==> src/sound_bridge_pkg.sv <==
package sound_bridge_pkg;
  localparam logic [15:0] CTRL_ADDR = 16'hc03c;
  localparam logic [15:0] DATA_ADDR = 16'hc03d;
  localparam logic [15:0] PTRLO_ADDR = 16'hc03e;
  localparam logic [15:0] PTRHI_ADDR = 16'hc03f;
  localparam int BUSY_BIT = 7;
  localparam int AUTOINC_BIT = 6;
  localparam int RAMSEL_BIT = 5;
  localparam int RSVD_BIT = 4;
  localparam int VOL_MSB = 3;
  localparam logic [6:0] CTRL_RESET = 7'h00;
  localparam logic [7:0] PTR_RESET = 8'h00;
  localparam logic [7:0] DATA_RESET = 8'h00;
  typedef enum logic [1:0]
  {
    IDLE_S = 2'b00,
    RAM_S = 2'b01,
    OSC_S = 2'b10
  } xfer_state_t;
endpackage

==> src/sound_access_bridge.sv <==
`timescale 1ns/1ps
module sound_access_bridge
  import sound_bridge_pkg::*;
(
  input wire logic core_clk,
  input wire logic rst,
  input wire logic [15:0] hostAddr,
  input wire logic hostRead,
  input wire logic hostWrite,
  input wire logic [7:0] hostWrData,
  output logic [7:0] hostRdData,
  output logic hostSel,
  output logic [15:0] ramAddr,
  output logic [7:0] ramWrData,
  output logic ramReq,
  output logic ramWe,
  input wire logic ramGrant,
  input wire logic [7:0] ramRdData,
  output logic [7:0] oscAddr,
  output logic [7:0] oscWrData,
  output logic oscReq,
  output logic oscWe,
  input wire logic oscDone,
  input wire logic [7:0] oscRdData,
  output logic [3:0] volume
);
  logic [6:0] ctrl;
  logic busy;
  logic [7:0] ptrLo;
  logic [7:0] ptrHi;
  logic [15:0] ptrInc;
  logic [7:0] readLatch;
  xfer_state_t state;
  logic idle;
  logic dataAcc;
  logic ctrlWr;
  logic ptrLoWr;
  logic ptrHiWr;
  logic startRam;
  logic startOsc;
  logic ptrStep;
  logic ramEnd;
  logic oscEnd;

  // register map must be one aligned group of four
  if (CTRL_ADDR[1:0] != 2'b00 || PTRHI_ADDR != CTRL_ADDR + 16'h0003)
  begin : map_check
    $error("register map must be one aligned group of four");
  end

  // address decode
  always_comb
  begin
    hostSel = (hostAddr >= CTRL_ADDR) && (hostAddr <= PTRHI_ADDR);
  end
  assign dataAcc = (hostRead || hostWrite) && hostAddr == DATA_ADDR;
  assign ctrlWr = hostWrite && hostAddr == CTRL_ADDR;
  assign ptrLoWr = hostWrite && hostAddr == PTRLO_ADDR;
  assign ptrHiWr = hostWrite && hostAddr == PTRHI_ADDR;
  assign idle = state == IDLE_S;
  assign startRam = dataAcc && idle && ctrl[RAMSEL_BIT];
  assign startOsc = dataAcc && idle && !ctrl[RAMSEL_BIT];
  assign ramEnd = state == RAM_S && ramGrant;
  assign oscEnd = state == OSC_S && oscDone;
  assign ptrStep = (startRam || startOsc) && ctrl[AUTOINC_BIT];
  assign ptrInc = {ptrHi, ptrLo} + 16'h0001;

  // host read mux
  always_comb
  begin
    unique case (hostAddr)
      CTRL_ADDR: hostRdData = {busy, ctrl};
      DATA_ADDR: hostRdData = readLatch;
      PTRLO_ADDR: hostRdData = ptrLo;
      PTRHI_ADDR: hostRdData = ptrHi;
      default: hostRdData = 8'h00;
    endcase
  end

  // control register, bit 4 stored as written
  always_ff @(posedge core_clk or posedge rst)
  begin
    if (rst)
      ctrl <= CTRL_RESET;
    else if (ctrlWr)
      ctrl <= hostWrData[6:0];
  end
  assign volume = ctrl[VOL_MSB:0];

  // low pointer byte: host load or auto-increment
  always_ff @(posedge core_clk or posedge rst)
  begin
    if (rst)
      ptrLo <= PTR_RESET;
    else if (ptrLoWr)
      ptrLo <= hostWrData;
    else if (ptrStep)
      ptrLo <= ptrInc[7:0];
  end

  // high pointer byte takes the carry of the low byte
  always_ff @(posedge core_clk or posedge rst)
  begin
    if (rst)
      ptrHi <= PTR_RESET;
    else if (ptrHiWr)
      ptrHi <= hostWrData;
    else if (ptrStep)
      ptrHi <= ptrInc[15:8];
  end

  // transfer sequencer state
  always_ff @(posedge core_clk or posedge rst)
  begin
    if (rst)
      state <= IDLE_S;
    else
    begin
      unique case (state)
        IDLE_S:
          if (startRam)
            state <= RAM_S;
          else if (startOsc)
            state <= OSC_S;
        RAM_S:
          if (ramGrant)
            state <= IDLE_S;
        OSC_S:
          if (oscDone)
            state <= IDLE_S;
        default:
          state <= IDLE_S;
      endcase
    end
  end

  // request toward sound RAM, held until granted
  always_ff @(posedge core_clk or posedge rst)
  begin
    if (rst)
      ramReq <= 1'b0;
    else if (startRam)
      ramReq <= 1'b1;
    else if (ramEnd)
      ramReq <= 1'b0;
  end

  // RAM command captured at the start of a transfer
  always_ff @(posedge core_clk or posedge rst)
  begin
    if (rst)
    begin
      ramWe <= 1'b0;
      ramAddr <= {PTR_RESET, PTR_RESET};
      ramWrData <= DATA_RESET;
    end
    else if (startRam)
    begin
      ramWe <= hostWrite;
      ramAddr <= {ptrHi, ptrLo};
      ramWrData <= hostWrData;
    end
  end

  // request toward oscillator chip, held until done
  always_ff @(posedge core_clk or posedge rst)
  begin
    if (rst)
      oscReq <= 1'b0;
    else if (startOsc)
      oscReq <= 1'b1;
    else if (oscEnd)
      oscReq <= 1'b0;
  end

  // oscillator command captured at the start of a transfer
  always_ff @(posedge core_clk or posedge rst)
  begin
    if (rst)
    begin
      oscWe <= 1'b0;
      oscAddr <= PTR_RESET;
      oscWrData <= DATA_RESET;
    end
    else if (startOsc)
    begin
      oscWe <= hostWrite;
      oscAddr <= ptrLo;
      oscWrData <= hostWrData;
    end
  end

  // fetched byte kept for the next data read
  always_ff @(posedge core_clk or posedge rst)
  begin
    if (rst)
      readLatch <= DATA_RESET;
    else if (ramEnd && !ramWe)
      readLatch <= ramRdData;
    else if (oscEnd && !oscWe)
      readLatch <= oscRdData;
  end

  // busy while an oscillator transfer is open
  assign busy = (state == OSC_S);
endmodule

==> config.mk <==
export PLATFORM = sky130hd
export DESIGN_NAME = sound_access_bridge
export DESIGN_NICKNAME = d
export VERILOG_FILES = /design/src/sound_bridge_pkg.sv /design/src/sound_access_bridge.sv
export SDC_FILE = /design/constraint.sdc
export NUM_CORES = 1
export LEC_CHECK = 0
export BUFFER_PORTS_ARGS = -buffer_cell sky130_fd_sc_hd__buf_2
export CORE_UTILIZATION = 29
export DETAILED_ROUTE_END_ITERATION = 8
export PLACE_DENSITY = 0.51
export SYNTH_ARGS = -nofsm -noshare
export SYNTH_HDL_FRONTEND = slang
export SYNTH_SLANG_ARGS = --single-unit
==> constraint.sdc <==
create_clock -name core_clk -period 2.8 [get_ports core_clk]
set_input_delay 0.14 -clock core_clk [delete_from_list [all_inputs] [get_ports core_clk]]
set_output_delay 0.14 -clock core_clk [all_outputs]
set_load 0.005 [all_outputs]
Word-level counts from Yosys, hierarchy flattened:

Index checks and enable logic that the tools add are counted.

* $add $sub $neg: 1
* $lt $le $gt $ge: 2
* equal/unequal tests: 9
* multiplexer cells: 16
* reductions and logical operators: 25

Operator list (number)
* equality test 16 bit (second input constant): 4
* 2-to-1 mux 8 bit: 6
* one-hot mux 8 bit (4 select lines): 1
* adder 16 x 1 -> 16 bit (second input constant): 1
* >= comparator 16 bit (second input constant): 1
* <= comparator 16 bit (second input constant): 1
* logical AND 1 bit: 13
* nonzero test 2 bit: 5
* 2-to-1 mux 2 bit: 4
* one-hot mux 2 bit (3 select lines): 1
* 2-to-1 mux 1 bit: 4
* != test 2 bit (second input constant): 2
* logical NOT 1 bit: 3
* != test 3 x 1 -> 1 bit (second input constant): 1
* AND reduction 3 bit: 1
* equality test 2 x 1 -> 1 bit (second input constant): 1
* equality test 2 bit (second input constant): 1
* logical NOT 2 bit: 1
* logical OR 1 bit: 2

* register bits: 77
* bits of input ports: 46
* output and inout bits: 57

Depth between registers and ports, before layout:

Gate-level depths: netlist of the first run.

* depth in word-level cells: 8
* gate-level depth with buffers: 7
* gate-level depth less buffers: 5

Worst setup path after synthesis of the first run:

Ideal clock, no wire load.

* path kind: register to register
* from: reg state[1]
* to: reg oscWrData[0]
* library setup time: 125 ps
* arrival: 1857 ps
* data required time: 2675 ps
* slack: 818 ps
* cell stages (with the launch flop): 6
* path through: dfrtp_1 nor4b_4 nand4_2 nor3_4 buf_4 mux2_2

* word-level cells in the longest chain between the ends: 3

Ends and longest elaborated chain
* from (decl): RTL line sound_access_bridge.sv:33 `xfer_state_t state;`
* from (signal assigned): RTL line sound_access_bridge.sv:116 `state <= IDLE_S;`
* from (signal assigned): RTL line sound_access_bridge.sv:122 `state <= RAM_S;`
* from (signal assigned): RTL line sound_access_bridge.sv:124 `state <= OSC_S;`
* logical NOT 2 bit: RTL line sound_access_bridge.sv:60 `assign idle = state == IDLE_S;`
* logical AND 1 bit (2 in a row): RTL line sound_access_bridge.sv:62 `assign startOsc = dataAcc && idle && !ctrl[RAMSEL_BIT];`
* to (signal assigned): RTL line sound_access_bridge.sv:189 `oscWrData <= hostWrData;`
* to (decl): RTL line sound_access_bridge.sv:20 `output logic [7:0] oscWrData,`

No other way between the ends.
A chain may end at the register's enable or synchronous reset.

Final worst setup path of the first run:

* from: reg state[1]
* to: reg oscWrData[4]

Same word-level chain as after synthesis.

==> results.txt, run 1 <==
----------------------------------------------------
[Worst setup path]
  Startpoint class of the critical path ... register
  Largest fanout on the critical path ... 13
  Worst EP arrival ... 2.38 ns
  Maximum cell stage delay along the critical path ... 0.43 ns
  CP Class ... register to register
  Ordered cell list for the critical path ... nor4b_4, nand4_2, nor3_4, buf_12, mux2_2
  Required time at the worst-slack endpoint ... ~3 ns
  Cell with the largest stage delay on the worst path ... sky130_fd_sc_hd__dfrtp_1
  R2R Setup Slk ... between 0.6 and 0.7 ns
  Element type at the critical path end ... register

[Yosys]
  Number of nets produced by synthesis ... 376
  Cell types occupying the most area after synthesis ... sky130_fd_sc_hd__dfrtp_1, sky130_fd_sc_hd__mux2_2, sky130_fd_sc_hd__nand2_1
  Synthesis-stage register bit count ... 77
  Top-area cell type share of the netlist area ... 51.2%
  Count of synthesis-stage warnings from yosys ... 0
  EDFF count, synth ... 0
  Sequential fraction of the synthesis area ... 51.2%
  Number of library cell types mapped by synthesis ... 48
  Most frequent cell after synthesis ... sky130_fd_sc_hd__dfrtp_1
  Netlist Area Pre-Place ... 0.00376 mm²
  Async SR Flop Fraction ... 100%
  Cell count after synthesis ... 329
  Average cell area after synthesis ... around 11 µm²
  Primary FF master, synth ... sky130_fd_sc_hd__dfrtp_1
  Commonest cells post-synth ... sky130_fd_sc_hd__dfrtp_1, sky130_fd_sc_hd__mux2_2, sky130_fd_sc_hd__nand2_1
  Cell type with the largest total area after synthesis ... sky130_fd_sc_hd__dfrtp_1

[Clocking]
  Depth of the CTS H-tree ... 3
  Number of gates resized after cts ... 0
  Worst-path clk slew ... roughly 0.06 ns
  Number of buffers created by CTS ... 9
  Root Buffer Master ... sky130_fd_sc_hd__clkbuf_16
  Clock latency reported for the late side of the worst-skew pair ... about 0.33 ns
  CTS tree ... built
  Number of clock sinks seen by CTS ... 77
  Max Buffers Root-to-Sink ... 2

[Final layout]
  Count of nets after finishing ... 481
  Layout overhead on the synthesized area ... 26.9%
  Non-Filler Instances ... 608
  Area of combinational cells with multiple inputs ... 0.00170 mm²
  Antenna diodes ... 0
  Util after Layout ... 37.8%
  Filler Cell Count ... 1300
  Storage cell area ... slightly below 0.002 mm²
  Fraction of layout instances using a drive strength above 1 ... 41.5%

[Placed design]
  HPWL reported at the end of detailed placement ... 8070 µm
  Placed Cells ... 594
  Placer congestion estimate ... 0.850
  Post-Place Setup Slack ... 0.611 ns
  Port bufs ... 102

[Pwr]
  IR drop worst, VDD ... 0.272 mV
  Power Total ... around 2400 µW
  PwrDens ... 512 mW/mm²
  Static leakage ... 0.00238 µW

[Drt]
  Drt first-iter violations ... between 150 and 200
  DR WL/cell ... 18.2 µm
  Residual DRC count ... 0
  Total detailed-routing wirelength ... approximately 11000 µm
  ANT nets after route ... 0
  Pre-antenna DRT Iters ... 4
  DR vias/cell ... between 4 and 5
  Count of vias placed by the detailed router ... 3014

[Floorplan]
  Effective utilization at floorplan ... 29.8%
  Die extent in x ... between 100 and 150 µm
  Placeable core region ... 0.0126 mm²
  Std-Cell Rows ... about 40
  Die Outline Area ... 0.0134 mm²
  Height of the die ... 116 µm
  I/O Pins ... 103

[Global route]
  Initial antenna violation count ... 0
  Overall fraction of global-route tracks in use ... 16.9%
  Total grt overflow ... 0
  Vias in the first global route ... 3005
  Maximum number of pins on one net before global-route repair ... 31
  Global-route wire length before repair ... 16700 µm

[STA]
  Slew at the pin with the worst max-slew slack ... 0.837 ns
  Post-route setup TNS ... 0 ns
  Worst Skew ... about 0.011 ns
  Slew margin rel. ... 44.0%
  Setup WS post-layout ... 0.630 ns
  Post-route clock period utilization ... 77.5%
  Max Clock Freq ... ~0.46 GHz
  Final slew viol count ... 0
  Setup-violating endpoint count in the final report ... 0
  Unrepaired setup endpoints after global routing ... false
  Final Critical Period ... around 2.2 ns
  Final-report hold violation count ... 0

[Job]
  Max cap viols ... 0

[Outcome]
  Result of the run ... finished clean

[Hold path]
  Class of the most critical hold timing path ... input port to register

----------------------------------------------------
[cell families (layout without fill, tap and decap cells)]
kind of cell,after synthesis,in the layout,synth area share [%]
muxes,55,55,16.5
xor gates and xnor gates,10,10,2.33
adders and majority gates,1,1,0.333
DFF,77,77,51.2
AOI/OAI and AO/OA,54,54,9.12
buffers and inverters,25,132,3.49
and+or+nand+nor,107,107,17.0
[sequential cells by signal (all words and copies together) (netlist names)]
register and count:
ctrl 7, oscAddr 8, oscReq 1, oscWe 1, oscWrData 8, ptrHi 8
ptrLo 8, ramAddr 16, ramReq 1, ramWe 1, ramWrData 8, readLatch 8
state 2
[metrics by stage]
stage	hold WS (ns)	area, µm²
after floorplan	0.247	3760
after global placement	0.203	4460
after detailed placement	0.213	4460
after CTS	0.00440	4770
after global routing	0.0272	4770
final	0.0106	4770
[where the power goes]
part           total [µW]  internal [µW]  switching (µW)
Clock                1210            790             419
Combinational         103           39.3            63.3
Sequential           1130           1120            7.47
[path summary, 6_finish.rpt]
kind / startpoint / endpoint / cells after the start
min reg2reg: ramAddr[2] / ramAddr[2] / 2
max reg2reg: state[1] / oscWrData[4] / 5
max in group asynchronous: rst / readLatch[4] / 4
min in group asynchronous: rst / ramWrData[1] / 3
max: state[1] / oscWrData[4] / 5
min: ramRdData[7] / readLatch[7] / 3
[critical path, delay by kind of cell, from the launching register on]
family        cells  cell delay [ns]
simple gates      3             1.06
flops             1             0.43
mux               1             0.34
buf+inv           1             0.21
[layout by cell type, fill, tap and decap left out, types with 2 or more instances in the layout]
cell                        netlist  routed
sky130_fd_sc_hd__nand2_1         39      39
sky130_fd_sc_hd__nand3_1          8       8
sky130_fd_sc_hd__buf_2            3     102
sky130_fd_sc_hd__nand4_1          7       7
sky130_fd_sc_hd__clkbuf_16        0       9
sky130_fd_sc_hd__buf_4            5       8
sky130_fd_sc_hd__xnor2_1         10      10
sky130_fd_sc_hd__or2_2            2       2
sky130_fd_sc_hd__inv_1            7       6
sky130_fd_sc_hd__bufinv_16        0       2
sky130_fd_sc_hd__o21ai_0         22      22
sky130_fd_sc_hd__nor3_1           8       8
sky130_fd_sc_hd__a32oi_1          3       3
sky130_fd_sc_hd__nor4_4           2       2
sky130_fd_sc_hd__mux2i_1          8       8
sky130_fd_sc_hd__nor4_1           7       7
sky130_fd_sc_hd__dfrtp_1         77      77
sky130_fd_sc_hd__a21oi_1          6       6
sky130_fd_sc_hd__and2_1           5       5
sky130_fd_sc_hd__nor2_1           9       9
sky130_fd_sc_hd__mux2_2          46      46
sky130_fd_sc_hd__a22oi_1         16      16
sky130_fd_sc_hd__and4_1           4       4
[layer usage]
metal,vias up,GRT usage (%),routed length [µm]
li1,1407,-,-
met1,1502,23.2,5030
met2,101,26.6,5260
met3,4,3.87,676
met4,0,4.87,72
met5,-,0,0
[layout make-up]
class / instances / share of cell area [%]
inverter: 7 / 0.550
multi-input combinational: 227 / 35.7
timing repair buffer: 112 / 12.6
clock inverter: 2 / 1.26
clock buffer: 11 / 5.08
sequential: 77 / 40.4
tap: 172 / 4.51
[repair_timing]
action | 4_1_cts | 5_1_grt
setup buffers | 0 | 0
setup endpoints to repair | 0 | 0
hold buffers | 1 | 0
endpoints found under the hold margin | 23 | 0
(Power assumes the default switching activity.)
==> run 2: changes to the inputs <==
--- a/config.mk
+++ b/config.mk
@@ -8,7 +8,7 @@
 export BUFFER_PORTS_ARGS = -buffer_cell sky130_fd_sc_hd__buf_2
 export CORE_UTILIZATION = 29
 export DETAILED_ROUTE_END_ITERATION = 8
-export PLACE_DENSITY = 0.51
+export PLACE_DENSITY = 0.53
 export SYNTH_ARGS = -nofsm -noshare
 export SYNTH_HDL_FRONTEND = slang
 export SYNTH_SLANG_ARGS = --single-unit
==> constraint.sdc (replaced) <==
create_clock -name core_clk -period 1.93 [get_ports core_clk]
set_input_delay 0.0965 -clock core_clk [delete_from_list [all_inputs] [get_ports core_clk]]
set_output_delay 0.0965 -clock core_clk [all_outputs]
set_load 0.005 [all_outputs]
==> results.txt, run 2 (synthesis results as in run 1) <==
----------------------------------------------------
[Worst setup path]
  Critical path's most frequent cell ... sky130_fd_sc_hd__buf_4
  Largest fanout on the critical path ... 4 (-9)
  CP Class ... register to register
  Worst EP arrival ... 2.15 ns (-0.23 ns)
  Startpoint class of the critical path ... register
  Ordered cell list for the critical path ... nor4b_4, nand4_2, nor3_4, buf_4, buf_4, mux2_2
  End of the worst register-to-register path ... oscWrData[4]
  R2R Setup Slk ... 0.0001 ns (-0.63 ns)
  Cell with the largest stage delay on the worst path ... sky130_fd_sc_hd__dfrtp_1
  Critical path buffer and inverter count ... 2 (+1)
  Required time at the worst-slack endpoint ... 2.15 ns (-0.86 ns)
  Maximum cell stage delay along the critical path ... 0.40 ns (-0.03 ns)
  Worst Reg-to-Reg Cells ... 6 (+1)
  Reg2reg start ... state[1]
  Top delay family on crit path ... simple AND/OR/NAND/NOR gates
  Element type at the critical path end ... register

[STA]
  Final-report hold violation count ... 0 (unchanged)
  Final Critical Period ... 1.93 ns (-0.240 ns)
  Worst Skew ... 0.00805 ns (-0.00276 ns)
  Final slew viol count ... 0 (unchanged)
  Unrepaired setup endpoints after global routing ... true
  Slew at the pin with the worst max-slew slack ... 0.599 ns (-0.238 ns)
  Setup-violating endpoint count in the final report ... 0 (unchanged)
  Post-route setup TNS ... 0 ns (unchanged)
  Post-route clock period utilization ... 100% (+22 points)
  Hold Slack ... 0.0488 ns (+0.0382 ns)
  Slew margin rel. ... 60.0% (+16 points)
  Max Clock Freq ... 0.518 GHz (+12%)

[Drt]
  DR vias/cell ... 5.01 (+1.1%)
  Total detailed-routing wirelength ... 11600 µm (+4.8%)
  Residual DRC count ... 0 (unchanged)
  ANT nets after route ... 0 (unchanged)
  DR WL/cell ... 17.9 µm (-1.3%)
  Count of vias placed by the detailed router ... 3237 (+7.4%)
  Pre-antenna DRT Iters ... 6 (+2)
  Drt first-iter violations ... 193 (+20%)

[Pwr]
  Relative contribution of combinational cells to total power ... 5.1% (+0.9 points)
  Internal Pwr Total ... 2730 µW (+40%)
  PwrDens ... 672 mW/mm² (+31%)
  Switch share ... 21.4% (+1.4 points)
  Clk pwr share ... 47.7% (-1.8 points)
  IR drop worst, VDD ... 0.377 mV (+38%)
  Flop pwr share ... 47.2% (+0.9 points)
  Switch Pwr ... 744 µW (+52%)
  Static leakage ... 0.00259 µW (+8.9%)

[Job]
  Max cap viols ... 0 (unchanged)

[Clocking]
  Depth of the CTS H-tree ... 3 (unchanged)
  Worst-path clk slew ... 0.06 ns (about the same)
  Max Buffers Root-to-Sink ... 2 (unchanged)
  Root Buffer Master ... sky130_fd_sc_hd__clkbuf_16
  Clock latency reported for the late side of the worst-skew pair ... 0.34 ns (about the same)
  Number of clock sinks seen by CTS ... 77 (unchanged)
  Number of buffers created by CTS ... 9 (unchanged)
  CTS tree ... built

[Final layout]
  Fraction of layout instances using a drive strength above 1 ... 45.8% (+4.3 points)
  Count of nets after finishing ... 518 (+7.7%)
  Commonest non-fill, non-tap cells in the layout ... sky130_fd_sc_hd__buf_2, sky130_fd_sc_hd__dfrtp_1, sky130_fd_sc_hd__mux2_2, sky130_fd_sc_hd__nand2_1, sky130_fd_sc_hd__buf_4
  Layout overhead on the synthesized area ... 37.6%
  Most common cell after layout, fill and taps aside ... sky130_fd_sc_hd__buf_2
  Most flop-heavy register ... ramAddr
  Antenna diodes ... 0 (unchanged)
  Number of flip-flops in the largest register ... 16 (unchanged)

[Placed design]
  Port bufs ... 102 (unchanged)
  Placer congestion estimate ... 0.885 (+4.2%)
  HPWL reported at the end of detailed placement ... 8380 µm (+3.9%)

[Global route]
  GRT met2 Usage ... 28.0% (+1.4 points)
  Total grt overflow ... 0 (unchanged)
  Met1 usage in global routing ... 25.0% (+1.8 points)
  Global-route wire length before repair ... 17700 µm (+5.9%)
  Global-route met3 utilization ... 3.45% (-0.42 points)
  Busiest grt layer ... met2
  Maximum number of pins on one net before global-route repair ... 30 (-3.2%)
  Initial antenna violation count ... 0 (unchanged)
  Vias in the first global route ... 3136 (+4.4%)
  Overall fraction of global-route tracks in use ... 18.0% (+1.1 points)

[Hold path]
  End point of the worst hold path ... ptrLo[5]
  Class of the most critical hold timing path ... input port to register
  Hold wc startpoint ... hostWrData[5]
  Hold Path Cell Cnt ... 3 (unchanged)

[Floorplan]
  Height of the die ... 116 µm (unchanged)
  I/O Pins ... 103 (unchanged)
  Die extent in x ... 116 µm (unchanged)
  Effective utilization at floorplan ... 29.8% (unchanged)
  Die Outline Area ... 0.0134 mm² (unchanged)
  Placeable core region ... 0.0126 mm² (unchanged)
  Std-Cell Rows ... 41 (unchanged)

[Outcome]
  Result of the run ... finished clean

----------------------------------------------------
[run 2: changes by cell type in the layout (fill, tap and decap cells not counted), moves of 2 or more]
cell | previous run | this run
sky130_fd_sc_hd__buf_4 | 8 | 31
sky130_fd_sc_hd__dlygate4sd3_1 | 1 | 10
sky130_fd_sc_hd__nor4_1 | 7 | 5
sky130_fd_sc_hd__buf_12 | 1 | 4
[run 2: through the flow]
stage | std cells | cell area [µm²] | utilization (%) | total power, µW | setup slack [ns]
final | 646 | 5170 | 41.0 | 3470 | 0.000141
after global routing | 646 | 5170 | 41.0 | 3610 | -0.0809
after CTS | 638 | 5030 | 39.9 | 3510 | 0.0180
after detailed placement | 614 | 4650 | 36.9 | 1830 | 0.0225
after global placement | 614 | 4650 | 36.9 | 1830 | 0.0195
after floorplan | 329 | 3770 | - | 1720 | -0.0170
[run 2: power by group through the flow]
stage | clock [µW] | sequential (µW) | combinational [µW]
floorplan | 0 | 1660 | 60.1
global placement | 0 | 1670 | 159
detailed placement | 0 | 1670 | 160
CTS | 1700 | 1640 | 176
global route | 1770 | 1640 | 198
finish | 1660 | 1640 | 178
[run 2: what timing repair did]
action | CTS | global route
resized for setup | 0 | 14
hold buffers | 10 | 0
hold endpoints to repair | 32 | 0
buffers inserted | 0 | 7
endpoints found under the setup margin | 0 | 43
[run 2: worst max-delay path by stage]
stage | startpoint | end | depth (start not counted)
finish | state[1] | oscWrData[4] | 6
global route | state[1] | oscWrData[6] | 6
CTS | hostAddr[11] | hostRdData[2] | 7
detailed placement | hostAddr[11] | hostRdData[2] | 7
global placement | hostAddr[10] | hostRdData[2] | 7
floorplan | state[1] | oscWrData[0] | 5
[run 2: layout make-up]
cell class	count	area [µm²]
clock buffer	12	246
clock inverter	2	35.0
fill	1271	7450
inverter	7	30.0
multi-input combinational	227	1760
sequential	77	1930
tap	172	215
timing repair buffer	149	960
[run 2: layer usage]
layer	routed length, µm	share of wire (%)
met1	5280	46
met2	5440	47
met3	648	5.6
met4	203	1.8
met5	0	0
[run 2: tightest hold or removal path, stage by stage]
cell and delay [ns]:
sky130_fd_sc_hd__buf_2 0.13, sky130_fd_sc_hd__nand2_1 0.05, sky130_fd_sc_hd__o21ai_0 0.06
==> run 3: changes to the inputs <==
--- a/config.mk
+++ b/config.mk
@@ -8,6 +8,7 @@
 export BUFFER_PORTS_ARGS = -buffer_cell sky130_fd_sc_hd__buf_2
 export CORE_UTILIZATION = 29
 export DETAILED_ROUTE_END_ITERATION = 8
+export GPL_TIMING_DRIVEN = 0
 export PLACE_DENSITY = 0.53
 export SYNTH_ARGS = -nofsm -noshare
 export SYNTH_HDL_FRONTEND = slang
==> results.txt, run 3 (synthesis results as in run 1) <==
----------------------------------------------------
[Outcome]
  Result of the run ... finished with violations
  Violated checks ... negative hold slack, negative setup slack

[Placed design]
  Post-Place Setup Slack ... -0.575 ns (-0.598 ns)
  Port bufs ... 101 (-0.98%)
  HPWL reported at the end of detailed placement ... 8110 µm (-3.3%)
  Placer congestion estimate ... 0.851 (-3.9%)
  Placed cell areas ... 0.00453 mm² (-2.7%)

[Drt]
  Drt first-iter violations ... 152 (-21%)
  Post-route met1 wirelength ... 5160 µm (-2.3%)
  Routed length on met3 ... 645 µm (-0.46%)
  Residual DRC count ... 0 (unchanged)
  DR vias/cell ... 5.03 (+0.34%)
  Top layer in use ... met4
  Count of vias placed by the detailed router ... 3243 (+0.19%)
  ANT nets after route ... 0 (unchanged)
  Total detailed-routing wirelength ... 11600 µm (about the same)
  Met2 wirelength from detailed routing ... 5550 µm (+2.1%)
  Pre-antenna DRT Iters ... 4 (-2)
  DR WL/cell ... 18.0 µm (+0.22%)

[Pwr]
  Internal Pwr Total ... 2730 µW (about the same)
  Switch Pwr ... 836 µW (+12%)
  Flop pwr share ... 46.0% (-1.2 points)
  Clk pwr share ... 48.8% (+1.1 points)
  PwrDens ... 674 mW/mm² (+0.40%)
  IR drop worst, VDD ... 0.321 mV (-15%)
  Switch share ... 23.4% (+2.0 points)
  Static leakage ... 0.00260 µW (+0.30%)
  Relative contribution of combinational cells to total power ... 5.2% (about the same)

[Floorplan]
  Placeable core region ... 0.0126 mm² (unchanged)
  Std-Cell Rows ... 41 (unchanged)
  I/O Pins ... 103 (unchanged)
  Die extent in x ... 116 µm (unchanged)
  Effective utilization at floorplan ... 29.8% (unchanged)
  Height of the die ... 116 µm (unchanged)
  Die Outline Area ... 0.0134 mm² (unchanged)

[Final layout]
  Finished layout cell area ... 0.00529 mm² (+2.3%)
  Count of nets after finishing ... 515 (-0.58%)
  Util after Layout ... 41.9% (+0.93 points)
  Filler Cell Count ... 1272 (+0.079%)
  Fraction of layout instances using a drive strength above 1 ... 47.8% (+2.0 points)
  Storage cell area ... 0.00193 mm² (+0.26%)
  Layout overhead on the synthesized area ... 40.7%
  Number of flip-flops in the largest register ... 16 (unchanged)
  Commonest non-fill, non-tap cells in the layout ... sky130_fd_sc_hd__buf_2, sky130_fd_sc_hd__dfrtp_1, sky130_fd_sc_hd__nand2_1, sky130_fd_sc_hd__mux2_2, sky130_fd_sc_hd__o21ai_0
  Area of combinational cells with multiple inputs ... 0.00191 mm² (+8.3%)
  Most common cell after layout, fill and taps aside ... sky130_fd_sc_hd__buf_2
  Most flop-heavy register ... ramAddr
  Antenna diodes ... 0 (unchanged)

[STA]
  Unrepaired setup endpoints after global routing ... true
  Slew at the pin with the worst max-slew slack ... 0.561 ns (-0.0385 ns)
  Final slew viol count ... 0 (unchanged)
  Final Critical Period ... 1.94 ns (+0.00935 ns)
  Post-route clock period utilization ... 100% (+0.48 points)
  Hold Slack ... -0.00999 ns (-0.0588 ns)
  Final-report hold violation count ... 1 (+1)
  Setup WS post-layout ... -0.00921 ns (-0.00935 ns)
  Setup-violating endpoint count in the final report ... 5 (+5)
  Slew margin rel. ... 62.6% (+2.7 points)
  Worst Skew ... 0.0106 ns (+0.00252 ns)
  Post-route setup TNS ... -0.0435 ns (-0.0435 ns)
  Max Clock Freq ... 0.516 GHz (-0.48%)

[Worst setup path]
  Largest fanout on the critical path ... 5 (+1)
  Required time at the worst-slack endpoint ... 2.15 ns (about the same)
  Cell with the largest stage delay on the worst path ... sky130_fd_sc_hd__dfrtp_2
  R2R Setup Slk ... -0.009 ns (about the same)
  Startpoint class of the critical path ... register
  CP Class ... register to register
  Maximum cell stage delay along the critical path ... 0.44 ns (+0.04 ns)
  Element type at the critical path end ... register
  Ordered cell list for the critical path ... nor4b_4, buf_4, nand4_4, nor3_4, buf_6, mux2_4
  Worst EP arrival ... 2.16 ns (about the same)

[Clocking]
  CTS tree ... built
  Number of clock sinks seen by CTS ... 77 (unchanged)
  Worst-path clk slew ... 0.06 ns (about the same)
  Root Buffer Master ... sky130_fd_sc_hd__clkbuf_16
  Depth of the CTS H-tree ... 3 (unchanged)
  Max Buffers Root-to-Sink ... 2 (unchanged)
  Number of buffers created by CTS ... 9 (unchanged)
  Clock latency reported for the late side of the worst-skew pair ... 0.34 ns (about the same)

[Hold path]
  Class of the most critical hold timing path ... input port to register

[Global route]
  Vias in the first global route ... 3262 (+4.0%)
  Maximum number of pins on one net before global-route repair ... 32 (+6.7%)
  Initial antenna violation count ... 0 (unchanged)
  Overall fraction of global-route tracks in use ... 18.2% (+0.20 points)
  Total grt overflow ... 0 (unchanged)
  Global-route wire length before repair ... 18000 µm (+2.2%)

[Job]
  Max cap viols ... 0 (unchanged)

----------------------------------------------------
[run 3: changes by cell type in the layout (fill, tap and decap cells not counted), sizes merged]
| cell | delta |
|---|---|
| inv | +2 |
| dlygate4sd3 | -1 |
| buf | -6 |
| clkinvlp | +1 |
| clkinv | +2 |
| clkbuf | +1 |
[run 3: final cells by class]
type                       count  area share [%]
tap                          172            4.07
inverter                       7           0.568
clock inverter                 7            1.58
timing repair buffer         130            14.9
multi-input combinational    227            36.0
sequential                    77            36.5
clock buffer                   9            4.26
buffer                        16            2.06
[run 3: repair_timing]
| item | 4_1_cts | 5_1_grt |
|---|---|---|
| hold buffers | 9 | 0 |
| endpoints found under the hold margin | 25 | 0 |
| gates cloned | 1 | 0 |
| endpoints found under the setup margin | 60 | 49 |
| pin swaps | 6 | 11 |
| setup buffers | 13 | 4 |
| gates resized for setup | 34 | 23 |
[run 3: power by group through the flow]
stage               registers [µW]  clock network [µW]  logic, µW
floorplan                     1660                   0       60.1
global placement              1670                   0        143
detailed placement            1670                   0        157
CTS                           1640                1780        184
global route                  1640                1850        206
finish                        1640                1740        186
[run 3: per-layer routing]
metal / GRT usage [%] / vias to the layer above
li1: - / 1490
met4: 7.18 / 0
met3: 3.71 / 15
met1: 24.1 / 1636
met5: 0 / -
met2: 29.3 / 102
[run 3: worst max-delay path: cells and delay by family (launching register included)]
kind,cells,cell delay (ns)
flops,1,0.44
buf+inv,2,0.37
mux,1,0.30
simple gates,3,0.71
[run 3: path summary, 6_finish.rpt]
kind | start | end | cells past startpoint
worst max-delay path | state[1] | oscWrData[5] | 6
max in group asynchronous | rst | state[0] | 4
min in group asynchronous | rst | ptrLo[6] | 3
worst max register to register | state[1] | oscWrData[5] | 6
worst min-delay path | ramRdData[1] | readLatch[1] | 3
worst min register to register | ramReq | ramReq | 2
[run 3: per-stage QoR]
stage | power, µW | hold slack [ns] | instances
3_3_place_gp | 1810 | 0.309 | 602
4_1_cts | 3610 | 0.00117 | 641
3_5_place_dp | 1830 | 0.150 | 604
5_1_grt | 3700 | 0.0236 | 645
2_1_floorplan | 1720 | 0.204 | 329
6_report | 3570 | -0.00999 | 645
